`src/pkg/bkcmp_pkg.sv`:
```
// What this block does
// qualifier 0 off, 1 any memory cycle
// qualifier 2 takes reads and fetches
// qualifier 3 takes memory writes only
// qualifier 4 takes instruction fetches only
// no range: match either address exactly
// range, second not below: inclusive span
// second below first: outside span only
// exclusion decided before address masking
// address mask ones enable, reset all ones
// event count register 0 to 7fff
// delay counts after events reach zero
// delay decrements once per trace sample
// event when all criteria match
// halt when counts and delay done
// run reloads settings, clears history
// step keeps history unless counts rewritten
// step loads changed non-count settings
// serial i/o cycles also breakable
// memory data compare, mask reset zero
// eight probes compared under mask
// probe byte and mask reset zero
// event is and of probe match with memory or i/o match
// evaluation one clock after condition
// halt only at instruction boundary
// event count decrements to zero, triggers
package bkcmp_pkg;
  localparam int APB_AW = 8;
  localparam int EVT_W  = 15;
  localparam int DLY_W  = 11;
  // register byte offsets
  localparam logic [7:0] OFS_CTRL   = 8'h00;
  localparam logic [7:0] OFS_MADR1  = 8'h04;
  localparam logic [7:0] OFS_MADR2  = 8'h08;
  localparam logic [7:0] OFS_IADR1  = 8'h0C;
  localparam logic [7:0] OFS_IADR2  = 8'h10;
  localparam logic [7:0] OFS_AMASK  = 8'h14;
  localparam logic [7:0] OFS_DWORD  = 8'h18;
  localparam logic [7:0] OFS_DMASK  = 8'h1C;
  localparam logic [7:0] OFS_EXT    = 8'h20;
  localparam logic [7:0] OFS_EVTCNT = 8'h24;
  localparam logic [7:0] OFS_DLYCNT = 8'h28;
  localparam logic [7:0] OFS_STATUS = 8'h2C;
  // reset values
  localparam logic [15:0] AMASK_RST = 16'hFFFF;
  localparam logic [15:0] DMASK_RST = 16'h0000;
  localparam logic [7:0]  EXT_RST   = 8'h00;
  // memory qualifier codes
  localparam logic [2:0] Q_OFF   = 3'h0;
  localparam logic [2:0] Q_ANY   = 3'h1;
  localparam logic [2:0] Q_RDFE  = 3'h2;
  localparam logic [2:0] Q_WR    = 3'h3;
  localparam logic [2:0] Q_FETCH = 3'h4;
  typedef enum logic [2:0] {
    PH_IDLE, PH_COUNT, PH_DELAY, PH_WAIT, PH_HALTED
  } bkcmp_phase_t;
  typedef struct packed {
    logic [2:0]  mq;
    logic        mr;
    logic        iq;
    logic        ir;
    logic [15:0] ma1;
    logic [15:0] ma2;
    logic [15:0] ia1;
    logic [15:0] ia2;
    logic [15:0] am;
    logic [15:0] dw;
    logic [15:0] dm;
    logic [7:0]  eb;
    logic [7:0]  em;
  } bkcmp_cfg_t;
endpackage

```
`src/logic/bkcmp_top.sv`:
```
`timescale 1ns/10ps
module bkcmp_top (
  // clock and reset
  input  wire logic                            mclk,
  input  wire logic                            sys_rst,
  // apb slave
  input  wire logic                            psel,
  input  wire logic                            penable,
  input  wire logic                            pwrite,
  input  wire logic [bkcmp_pkg::APB_AW-1:0]    paddr,
  input  wire logic [31:0]                     pwdata,
  output logic      [31:0]                     prdata,
  output logic                                 pready,
  output logic                                 pslverr,
  // observed processor cycle
  input  wire logic                            cyc_valid,
  input  wire logic                            cyc_mem_rd,
  input  wire logic                            cyc_mem_wr,
  input  wire logic                            cyc_fetch,
  input  wire logic                            cyc_io_rd,
  input  wire logic                            cyc_io_wr,
  input  wire logic [15:0]                     cyc_addr,
  input  wire logic [15:0]                     cyc_data,
  input  wire logic [7:0]                      probe_in,
  // trace and monitor control
  input  wire logic                            sample_strobe,
  input  wire logic                            instr_boundary,
  input  wire logic                            run_cmd,
  input  wire logic                            step_cmd,
  // results
  output logic                                 halt_req,
  output logic                                 break_event
);
  import bkcmp_pkg::*;

  typedef struct packed {
    bkcmp_cfg_t       cfg;
    bkcmp_cfg_t       act;
    logic [EVT_W-1:0] evt_set;
    logic [EVT_W-1:0] evt;
    logic [DLY_W-1:0] dly_set;
    logic [DLY_W-1:0] dly;
    logic             dirty;
    bkcmp_phase_t     ph;
    logic [7:0]       p1;
    logic [7:0]       p2;
    logic             hit;
    logic             halt;
    logic             evp;
    logic             rdy;
    logic             err;
    logic [31:0]      rdata;
  } bkcmp_st_t;

  bkcmp_st_t s_q;
  bkcmp_st_t s_d;

  ////////////////////////////////////////////////////////////////////////////
  // comparison helpers

  // equality on the bits a one in the mask enables
  function automatic logic meq16(input logic [15:0] a, input logic [15:0] b,
                                 input logic [15:0] m);
    meq16 = ((a ^ b) & m) == 16'h0000;
  endfunction

  // address qualification: points, inclusive or exclusive span
  function automatic logic addr_ok(input logic [15:0] a,
                                   input logic [15:0] a1,
                                   input logic [15:0] a2,
                                   input logic rng, input logic [15:0] m);
    logic [15:0] x;
    x = a & m;
    if (!rng) begin
      addr_ok = meq16(a, a1, m) || meq16(a, a2, m);
    end else if (a2 >= a1) begin
      addr_ok = (x >= (a1 & m)) && (x <= (a2 & m));
    end else begin
      // exclusion is judged on the raw address; the mask term is always true here
      addr_ok = ((a < a2) || (a > a1)) && meq16(a, a, m);
    end
  endfunction

  // memory cycle type qualifier
  function automatic logic mq_ok(input logic [2:0] q, input logic rd,
                                 input logic wr, input logic fe);
    case (q)
      Q_ANY:   mq_ok = rd | wr | fe;
      Q_RDFE:  mq_ok = rd | fe;
      Q_WR:    mq_ok = wr;
      Q_FETCH: mq_ok = fe;
      default: mq_ok = 1'b0;
    endcase
  endfunction

  ////////////////////////////////////////////////////////////////////////////
  // next state

  logic        acc;
  logic        wr_en;
  logic        cnt_wr;
  logic        mapped;
  logic        mem_hit;
  logic        io_hit;
  logic        ext_ok;
  logic [31:0] rd_val;

  always_comb begin
    s_d     = s_q;
    acc     = psel && penable;
    wr_en   = acc && pwrite && s_q.rdy;
    cnt_wr  = wr_en && (paddr == OFS_EVTCNT || paddr == OFS_DLYCNT);
    mapped  = 1'b1;
    rd_val  = 32'h0000_0000;
    // register read mux
    case (paddr)
      OFS_CTRL:   rd_val = {26'h000_0000, s_q.cfg.ir, s_q.cfg.iq,
                            s_q.cfg.mr, s_q.cfg.mq};
      OFS_MADR1:  rd_val = {16'h0000, s_q.cfg.ma1};
      OFS_MADR2:  rd_val = {16'h0000, s_q.cfg.ma2};
      OFS_IADR1:  rd_val = {16'h0000, s_q.cfg.ia1};
      OFS_IADR2:  rd_val = {16'h0000, s_q.cfg.ia2};
      OFS_AMASK:  rd_val = {16'h0000, s_q.cfg.am};
      OFS_DWORD:  rd_val = {16'h0000, s_q.cfg.dw};
      OFS_DMASK:  rd_val = {16'h0000, s_q.cfg.dm};
      OFS_EXT:    rd_val = {16'h0000, s_q.cfg.em, s_q.cfg.eb};
      OFS_EVTCNT: rd_val = {17'h0_0000, s_q.evt_set};
      OFS_DLYCNT: rd_val = {21'h00_0000, s_q.dly_set};
      OFS_STATUS: rd_val = {s_q.halt, s_q.dirty, s_q.ph,
                            s_q.dly, 1'b0, s_q.evt};
      default:    mapped = 1'b0;
    endcase
    // apb answer one cycle into the access phase
    s_d.rdy   = acc && !s_q.rdy;
    s_d.err   = acc && !s_q.rdy && !mapped;
    s_d.rdata = (acc && !s_q.rdy && !pwrite) ? rd_val : 32'h0000_0000;
    // register writes land at the edge where pready is seen high
    if (wr_en) begin
      case (paddr)
        OFS_CTRL: begin
          s_d.cfg.mq = pwdata[2:0];
          s_d.cfg.mr = pwdata[3];
          s_d.cfg.iq = pwdata[4];
          s_d.cfg.ir = pwdata[5];
        end
        OFS_MADR1:  s_d.cfg.ma1 = pwdata[15:0];
        OFS_MADR2:  s_d.cfg.ma2 = pwdata[15:0];
        OFS_IADR1:  s_d.cfg.ia1 = pwdata[15:0];
        OFS_IADR2:  s_d.cfg.ia2 = pwdata[15:0];
        OFS_AMASK:  s_d.cfg.am  = pwdata[15:0];
        OFS_DWORD:  s_d.cfg.dw  = pwdata[15:0];
        OFS_DMASK:  s_d.cfg.dm  = pwdata[15:0];
        OFS_EXT: begin
          s_d.cfg.eb = pwdata[7:0];
          s_d.cfg.em = pwdata[15:8];
        end
        OFS_EVTCNT: begin
          s_d.evt_set = pwdata[EVT_W-1:0];
          s_d.dirty   = 1'b1;
        end
        OFS_DLYCNT: begin
          s_d.dly_set = pwdata[DLY_W-1:0];
          s_d.dirty   = 1'b1;
        end
        default: ;
      endcase
    end
    // probe synchroniser
    s_d.p1 = probe_in;
    s_d.p2 = s_q.p1;
    // cycle match, registered so it is judged one clock later
    ext_ok  = ((s_q.p2 ^ s_q.act.eb) & s_q.act.em) == 8'h00;
    mem_hit = mq_ok(s_q.act.mq, cyc_mem_rd, cyc_mem_wr, cyc_fetch)
              && addr_ok(cyc_addr, s_q.act.ma1, s_q.act.ma2,
                         s_q.act.mr, s_q.act.am)
              && meq16(cyc_data, s_q.act.dw, s_q.act.dm);
    io_hit  = s_q.act.iq && (cyc_io_rd || cyc_io_wr)
              && addr_ok(cyc_addr, s_q.act.ia1, s_q.act.ia2,
                         s_q.act.ir, s_q.act.am);
    s_d.hit = cyc_valid && ext_ok && (mem_hit || io_hit);
    s_d.evp = 1'b0;
    // event, delay and halt sequencing
    case (s_q.ph)
      PH_COUNT: begin
        if (s_q.hit) begin
          s_d.evp = 1'b1;
          if (s_q.evt <= 15'h0001) begin
            s_d.evt = 15'h0000;
            s_d.ph  = (s_q.dly == 11'h000) ? PH_WAIT : PH_DELAY;
          end else begin
            s_d.evt = s_q.evt - 15'h0001;
          end
        end
      end
      PH_DELAY: begin
        if (sample_strobe) begin
          if (s_q.dly <= 11'h001) begin
            s_d.dly = 11'h000;
            s_d.ph  = PH_WAIT;
          end else begin
            s_d.dly = s_q.dly - 11'h001;
          end
        end
      end
      PH_WAIT: begin
        if (instr_boundary) begin
          s_d.ph   = PH_HALTED;
          s_d.halt = 1'b1;
        end
      end
      PH_IDLE, PH_HALTED: ;
      default: s_d.ph = PH_IDLE;
    endcase
    // run command: reload everything, drop history
    if (run_cmd) begin
      s_d.act   = s_q.cfg;
      s_d.evt   = s_q.evt_set;
      s_d.dly   = s_q.dly_set;
      s_d.dirty = cnt_wr; // a count written now still waits
      s_d.ph    = PH_COUNT;
      s_d.halt  = 1'b0;
      s_d.hit   = 1'b0;
    end else if (step_cmd) begin
      s_d.act   = s_q.cfg;
      s_d.dirty = cnt_wr;  // set wins over the clear
      s_d.halt  = 1'b0;
      s_d.hit   = 1'b0;
      if (s_q.dirty) begin
        s_d.evt = s_q.evt_set;
        s_d.dly = s_q.dly_set;
        s_d.ph  = PH_COUNT;
      end else if (s_q.ph == PH_HALTED || s_q.ph == PH_IDLE) begin
        s_d.ph = PH_COUNT;
      end
    end
  end

  ////////////////////////////////////////////////////////////////////////////
  // state register

  always_ff @(posedge mclk) begin
    if (sys_rst) begin
      s_q        <= '0;
      s_q.cfg.am <= AMASK_RST;
      s_q.act.am <= AMASK_RST;
      s_q.cfg.dm <= DMASK_RST;
      s_q.act.dm <= DMASK_RST;
      s_q.cfg.eb <= EXT_RST;
      s_q.cfg.em <= EXT_RST;
      s_q.act.eb <= EXT_RST;
      s_q.act.em <= EXT_RST;
      s_q.ph     <= PH_IDLE;
    end else begin
      s_q <= s_d;
    end
  end

  // outputs straight from flops
  assign prdata      = s_q.rdata;
  assign pready      = s_q.rdy;
  assign pslverr     = s_q.err;
  assign halt_req    = s_q.halt;
  assign break_event = s_q.evp;

  ////////////////////////////////////////////////////////////////////////////
  // checks

  chk_qual_off: assert property (
    @(posedge mclk) disable iff (sys_rst)
    (s_q.act.mq == Q_OFF && !s_q.act.iq) |=> !s_q.hit)
    else $error("hit with all qualifiers off");

  chk_write_only: assert property (
    @(posedge mclk) disable iff (sys_rst)
    (s_q.act.mq == Q_WR && !s_q.act.iq && !cyc_mem_wr) |=> !s_q.hit)
    else $error("write qualifier hit on non-write");

  chk_fetch_only: assert property (
    @(posedge mclk) disable iff (sys_rst)
    (s_q.act.mq == Q_FETCH && !s_q.act.iq && !cyc_fetch) |=> !s_q.hit)
    else $error("fetch qualifier hit on non-fetch");

  chk_hit_latency: assert property (
    @(posedge mclk) disable iff (sys_rst)
    (cyc_valid && cyc_mem_rd && s_q.act.mq == Q_ANY && !s_q.act.mr
     && cyc_addr == s_q.act.ma1 && s_q.act.dm == 16'h0000
     && s_q.act.em == 8'h00 && !run_cmd && !step_cmd) |=> s_q.hit)
    else $error("matching read not seen one clock later");

  chk_evt_dec: assert property (
    @(posedge mclk) disable iff (sys_rst)
    (s_q.ph == PH_COUNT && s_q.hit && s_q.evt > 15'h0001
     && !run_cmd && !step_cmd) |=> (s_q.evt == $past(s_q.evt) - 15'h0001))
    else $error("event count did not step down");

  chk_delay_dec: assert property (
    @(posedge mclk) disable iff (sys_rst)
    (s_q.ph == PH_DELAY && sample_strobe && s_q.dly > 11'h001
     && !run_cmd && !step_cmd) |=> (s_q.dly == $past(s_q.dly) - 11'h001))
    else $error("delay count did not step down on sample");

  chk_halt_boundary: assert property (
    @(posedge mclk) disable iff (sys_rst)
    $rose(s_q.halt) |-> ($past(instr_boundary) && $past(s_q.ph) == PH_WAIT))
    else $error("halt raised off an instruction boundary");

  chk_run_reload: assert property (
    @(posedge mclk) disable iff (sys_rst)
    run_cmd |=> (s_q.evt == $past(s_q.evt_set)
                 && s_q.dly == $past(s_q.dly_set) && !s_q.halt
                 && s_q.ph == PH_COUNT))
    else $error("run did not reload counts");

  chk_step_keep: assert property (
    @(posedge mclk) disable iff (sys_rst)
    (step_cmd && !run_cmd && !s_q.dirty) |=> (s_q.evt == $past(s_q.evt)))
    else $error("step lost event history");

  chk_read_fetch: assert property (
    @(posedge mclk) disable iff (sys_rst)
    (s_q.act.mq == Q_RDFE && !s_q.act.iq && !cyc_mem_rd && !cyc_fetch)
    |=> !s_q.hit)
    else $error("read qualifier hit on a write");

  chk_delay_idle: assert property (
    @(posedge mclk) disable iff (sys_rst)
    (s_q.ph == PH_COUNT && !run_cmd && !step_cmd) |=> $stable(s_q.dly))
    else $error("delay moved before events ran out");

  chk_event_pulse: assert property (
    @(posedge mclk) disable iff (sys_rst)
    s_q.evp |-> ($past(s_q.hit) && $past(s_q.ph) == PH_COUNT))
    else $error("event pulse without a counted hit");

  chk_probe_block: assert property (
    @(posedge mclk) disable iff (sys_rst)
    (((s_q.p2 ^ s_q.act.eb) & s_q.act.em) != 8'h00) |=> !s_q.hit)
    else $error("hit while probes disagree");

  chk_data_block: assert property (
    @(posedge mclk) disable iff (sys_rst)
    (!s_q.act.iq && ((cyc_data ^ s_q.act.dw) & s_q.act.dm) != 16'h0000)
    |=> !s_q.hit)
    else $error("hit while data word disagrees");

  chk_halt_hold: assert property (
    @(posedge mclk) disable iff (sys_rst)
    (s_q.halt && !run_cmd && !step_cmd) |=> s_q.halt)
    else $error("halt dropped without a command");

  chk_last_event: assert property (
    @(posedge mclk) disable iff (sys_rst)
    (s_q.ph == PH_COUNT && s_q.hit && s_q.evt <= 15'h0001
     && !run_cmd && !step_cmd)
    |=> (s_q.evt == 15'h0000 && s_q.ph != PH_COUNT))
    else $error("last event did not end counting");

endmodule // bkcmp_top

```
`config.mk`:
```
export PLATFORM = sky130hd
export DESIGN_NAME = bkcmp_top
export DESIGN_NICKNAME = d
export VERILOG_FILES = /design/src/pkg/bkcmp_pkg.sv /design/src/logic/bkcmp_top.sv
export SDC_FILE = /design/constraint.sdc
export NUM_CORES = 1
export LEC_CHECK = 0
export BUFFER_PORTS_ARGS = -buffer_cell sky130_fd_sc_hd__clkbuf_2
export CAP_MARGIN = 30
export CORE_MARGIN = 1.5
export CORE_UTILIZATION = 45
export CTS_CLUSTER_DIAMETER = 200
export DETAILED_ROUTE_END_ITERATION = 10
export PLACE_DENSITY = 0.7
export SYNTH_ARGS = -nofsm -noshare
export SYNTH_HDL_FRONTEND = slang
export SYNTH_SLANG_ARGS = --single-unit
```
`constraint.sdc`:
```
create_clock -name mclk -period 2.7 [get_ports mclk]
set_input_delay 0.54 -clock mclk [delete_from_list [all_inputs] [get_ports mclk]]
set_output_delay 0.54 -clock mclk [all_outputs]
set_load 0.02 [all_outputs]
```
==> flow_summary.json <==
{
  "status": "finished, final reports clean",
  "slew_viol_final": 0,
  "synth_area_sq_um": 19300,
  "fp.dieW_microns": 210,
  "insertion_delay_ns": 0.56,
  "cp_max_fo": 4,
  "timing.fmax_mhz": 395,
  "clkTransAtPathRegs_ns": 0.06,
  "cts_num_sinks": 377,
  "max-slew-margin-rel": 0.268,
  "fin_crit_ns": 2.53,
  "vias": 18300,
  "hold_path.class": "input port to flop",
  "finalCritPeriodShare": 0.938,
  "yosys-top-cells-area": "dfxtp_1 (39%), nand2_1 (13%), ha_1 (10%), a21oi_1 (8.3%), clkbuf_1 (2.0%)",
  "clockBufferDepth": 3,
  "cts_tree": "yes",
  "overflow": 0,
  "grt_max_degree": 172,
  "row_count": 75,
  "htreeDepth": 2,
  "wl_per_cell_microns": 22.1,
  "crit_path_end_kind": "flop",
  "first_pass_iters": 6,
  "fill_cells": 3987,
  "synth_nets": 2690,
  "finalPower_mw": 12.2,
  "required_ns": 3.14,
  "multi_input_area_sq_um": 10600,
  "nNetsFinal": 2817,
  "grt_pass1_vias": 17400,
  "ant_nets": 0,
  "cts.hold.buffers_added": 0,
  "fp.dieH_microns": 210,
  "fin_ws_ns": 0.168,
  "die_area_sq_um": 44100,
  "dp.cells": 3058,
  "yosys.cell_types.count": 66,
  "regArea_sq_um": 7550,
  "avgSynthCellArea_sq_um": 7.91,
  "globalplace.congestion": 0.978,
  "io_pins": 131,
  "r2r-end": "s_q[36]",
  "grt_pass1_wl_microns": 104000,
  "yosysTopAreaCellShare": 0.392,
  "pre_cts_slack_ns": -0.149,
  "crit_end": "s_q[36]",
  "max-cap-violations": 0,
  "cts_root_buf": "clkbuf_16",
  "fp.coreArea_sq_um": 42100,
  "syn2layout_area_growth_pct": 15.6,
  "fin_worst_skew_ns": 0.0307,
  "crit_type": "flop to flop",
  "p_leak_nw": 8.43,
  "worst_slew_pin_slew_ns": 1.09,
  "synth-async-reset-ratio": 0,
  "start_util": 0.457,
  "vdd_ir_drop_max_uv": 618,
  "hold_viol_final": 0,
  "io_buffers": 114,
  "tns_ns": 0,
  "synth_edf_count": 0,
  "antennaDiodeCount": 0,
  "drtIter0Drc": 1732,
  "cp-start-kind": "flop",
  "synthMostInstantiatedCell": "nand2_1",
  "ys.warnings.count": 0,
  "avgViaCountPerCell": 5.83,
  "drive_gt1_frac": 0.130,
  "grt_usage": 0.311,
  "ys_seq_elements": 377,
  "hp-start": "probe_in[2]",
  "r2r-start": "s_q[213]",
  "reg2reg_slack_ns": 0.17,
  "power.density_nw_per_um2": 546,
  "wirelength_microns": 69300,
  "cp.arrival_ns": 2.97,
  "synth-main-ff-cell": "dfxtp_1",
  "setup_viol": 0,
  "yosys.area.top_type": "dfxtp_1",
  "synthCells": 2434,
  "antenna_found_initial": 1,
  "critPathLaunch": "s_q[213]",
  "reg2regPathDepth": 9,
  "cts-buffers-inserted": 40,
  "dpl.hpwl_microns": 53100,
  "synth-seq-area-share": 0.392,
  "drc": 0,
  "synthTopCellsByCount": "nand2_1 (691), dfxtp_1 (377), a21oi_1 (319)",
  "fin_cells": 3130
}
## through the flow
step                      hold slack, ns  instance area (sq um)  utilization
after global routing               0.214                  22300        0.528
final                              0.207                  22300        0.528
after floorplan                    0.414                  19300            -
after CTS                          0.201                  22300        0.528
after global placement             0.422                  20900        0.496
after detailed placement           0.421                  20900        0.496
## cells by family after synthesis
| logic type | count (synthesis) | synth area share |
|---|---|---|
| compound gates | 581 | 0.188 |
| xor+xnor | 47 | 0.0214 |
| fa+ha+maj | 161 | 0.105 |
| buf+inv | 254 | 0.0598 |
| flops | 377 | 0.392 |
| simple gates | 1014 | 0.235 |
## routing by layer
metal	GRT usage	vias to the layer above	part of all wire
met3	0.0343	175	0.071
met5	0	-	0.00019
met2	0.506	800	0.46
met4	0.158	2	0.053
li1	-	8684	-
met1	0.408	8590	0.42
## critical path: stages (launching register included)
cell and delay [ns]:
dfxtp_1 0.45, inv_1 0.07, ha_1 0.31, buf_4 0.12
o22ai_1 0.06, nor4_1 0.28, a31oi_1 0.12, a21oi_1 0.46
nand3_1 0.26, o31ai_1 0.28
## what timing repair did
| action | 4_1_cts | 5_1_grt |
|---|---|---|
| hold endpoints to repair | 0 | 0 |
| setup buffers | 0 | 0 |
| resized for setup | 0 | 3 |
| endpoints found under the setup margin | 0 | 1 |
## sequential cells by signal, summed over array words and instances (netlist names)
register / cells
s_q: 333
prdata: 32
s_d: 8
break_event: 1
halt_req: 1
pready: 1
pslverr: 1
## cell usage in the layout, fill, tap and decap left out, types with 13 or more instances in the layout
| master | synthesis | layout |
|---|---|---|
| nor3_1 | 25 | 25 |
| clkbuf_2 | 0 | 113 |
| nor2b_1 | 25 | 25 |
| a31oi_1 | 23 | 23 |
| nand2b_1 | 25 | 25 |
| inv_1 | 91 | 91 |
| dfxtp_1 | 377 | 377 |
| nor2_1 | 63 | 62 |
| nand3b_1 | 37 | 37 |
| a22o_1 | 37 | 37 |
| nand3_1 | 40 | 40 |
| ha_1 | 161 | 161 |
| clkbuf_16 | 0 | 42 |
| buf_4 | 32 | 121 |
| nand4_1 | 32 | 32 |
| a21oi_1 | 319 | 319 |
| a22oi_1 | 27 | 27 |
| a221oi_1 | 38 | 38 |
| nand2_1 | 691 | 691 |
| a21o_1 | 17 | 17 |
| xor2_1 | 37 | 37 |
| o21ai_0 | 24 | 24 |
| o22ai_1 | 24 | 24 |
| buf_12 | 0 | 13 |
| and2_1 | 31 | 30 |
## worst min path at each step
stage	to	slack [ns]	cells after the start
2_1_floorplan	s_q[37]	0.41	1
3_3_place_gp	s_q[44]	0.42	1
3_5_place_dp	s_q[42]	0.42	1
4_1_cts	s_d[37]	0.20	2
5_1_grt	s_d[40]	0.21	2
6_report	s_d[39]	0.21	2
## power by group
group          internal (mW)  switching [mW]  total (mW)
Sequential              5.59          0.0315        5.62
Clock                   3.37            2.25        5.62
Combinational          0.336           0.578       0.914
Total                   9.30            2.86        12.2
## cell type report
cell class / count / share of cell area
clock buffer: 62 / 0.0560
clock inverter: 10 / 0.00540
inverter: 91 / 0.0153
multi-input combinational: 1803 / 0.475
sequential: 377 / 0.339
tap: 539 / 0.0303
timing repair buffer: 248 / 0.0786
Power figures use the tool's default switching activity.
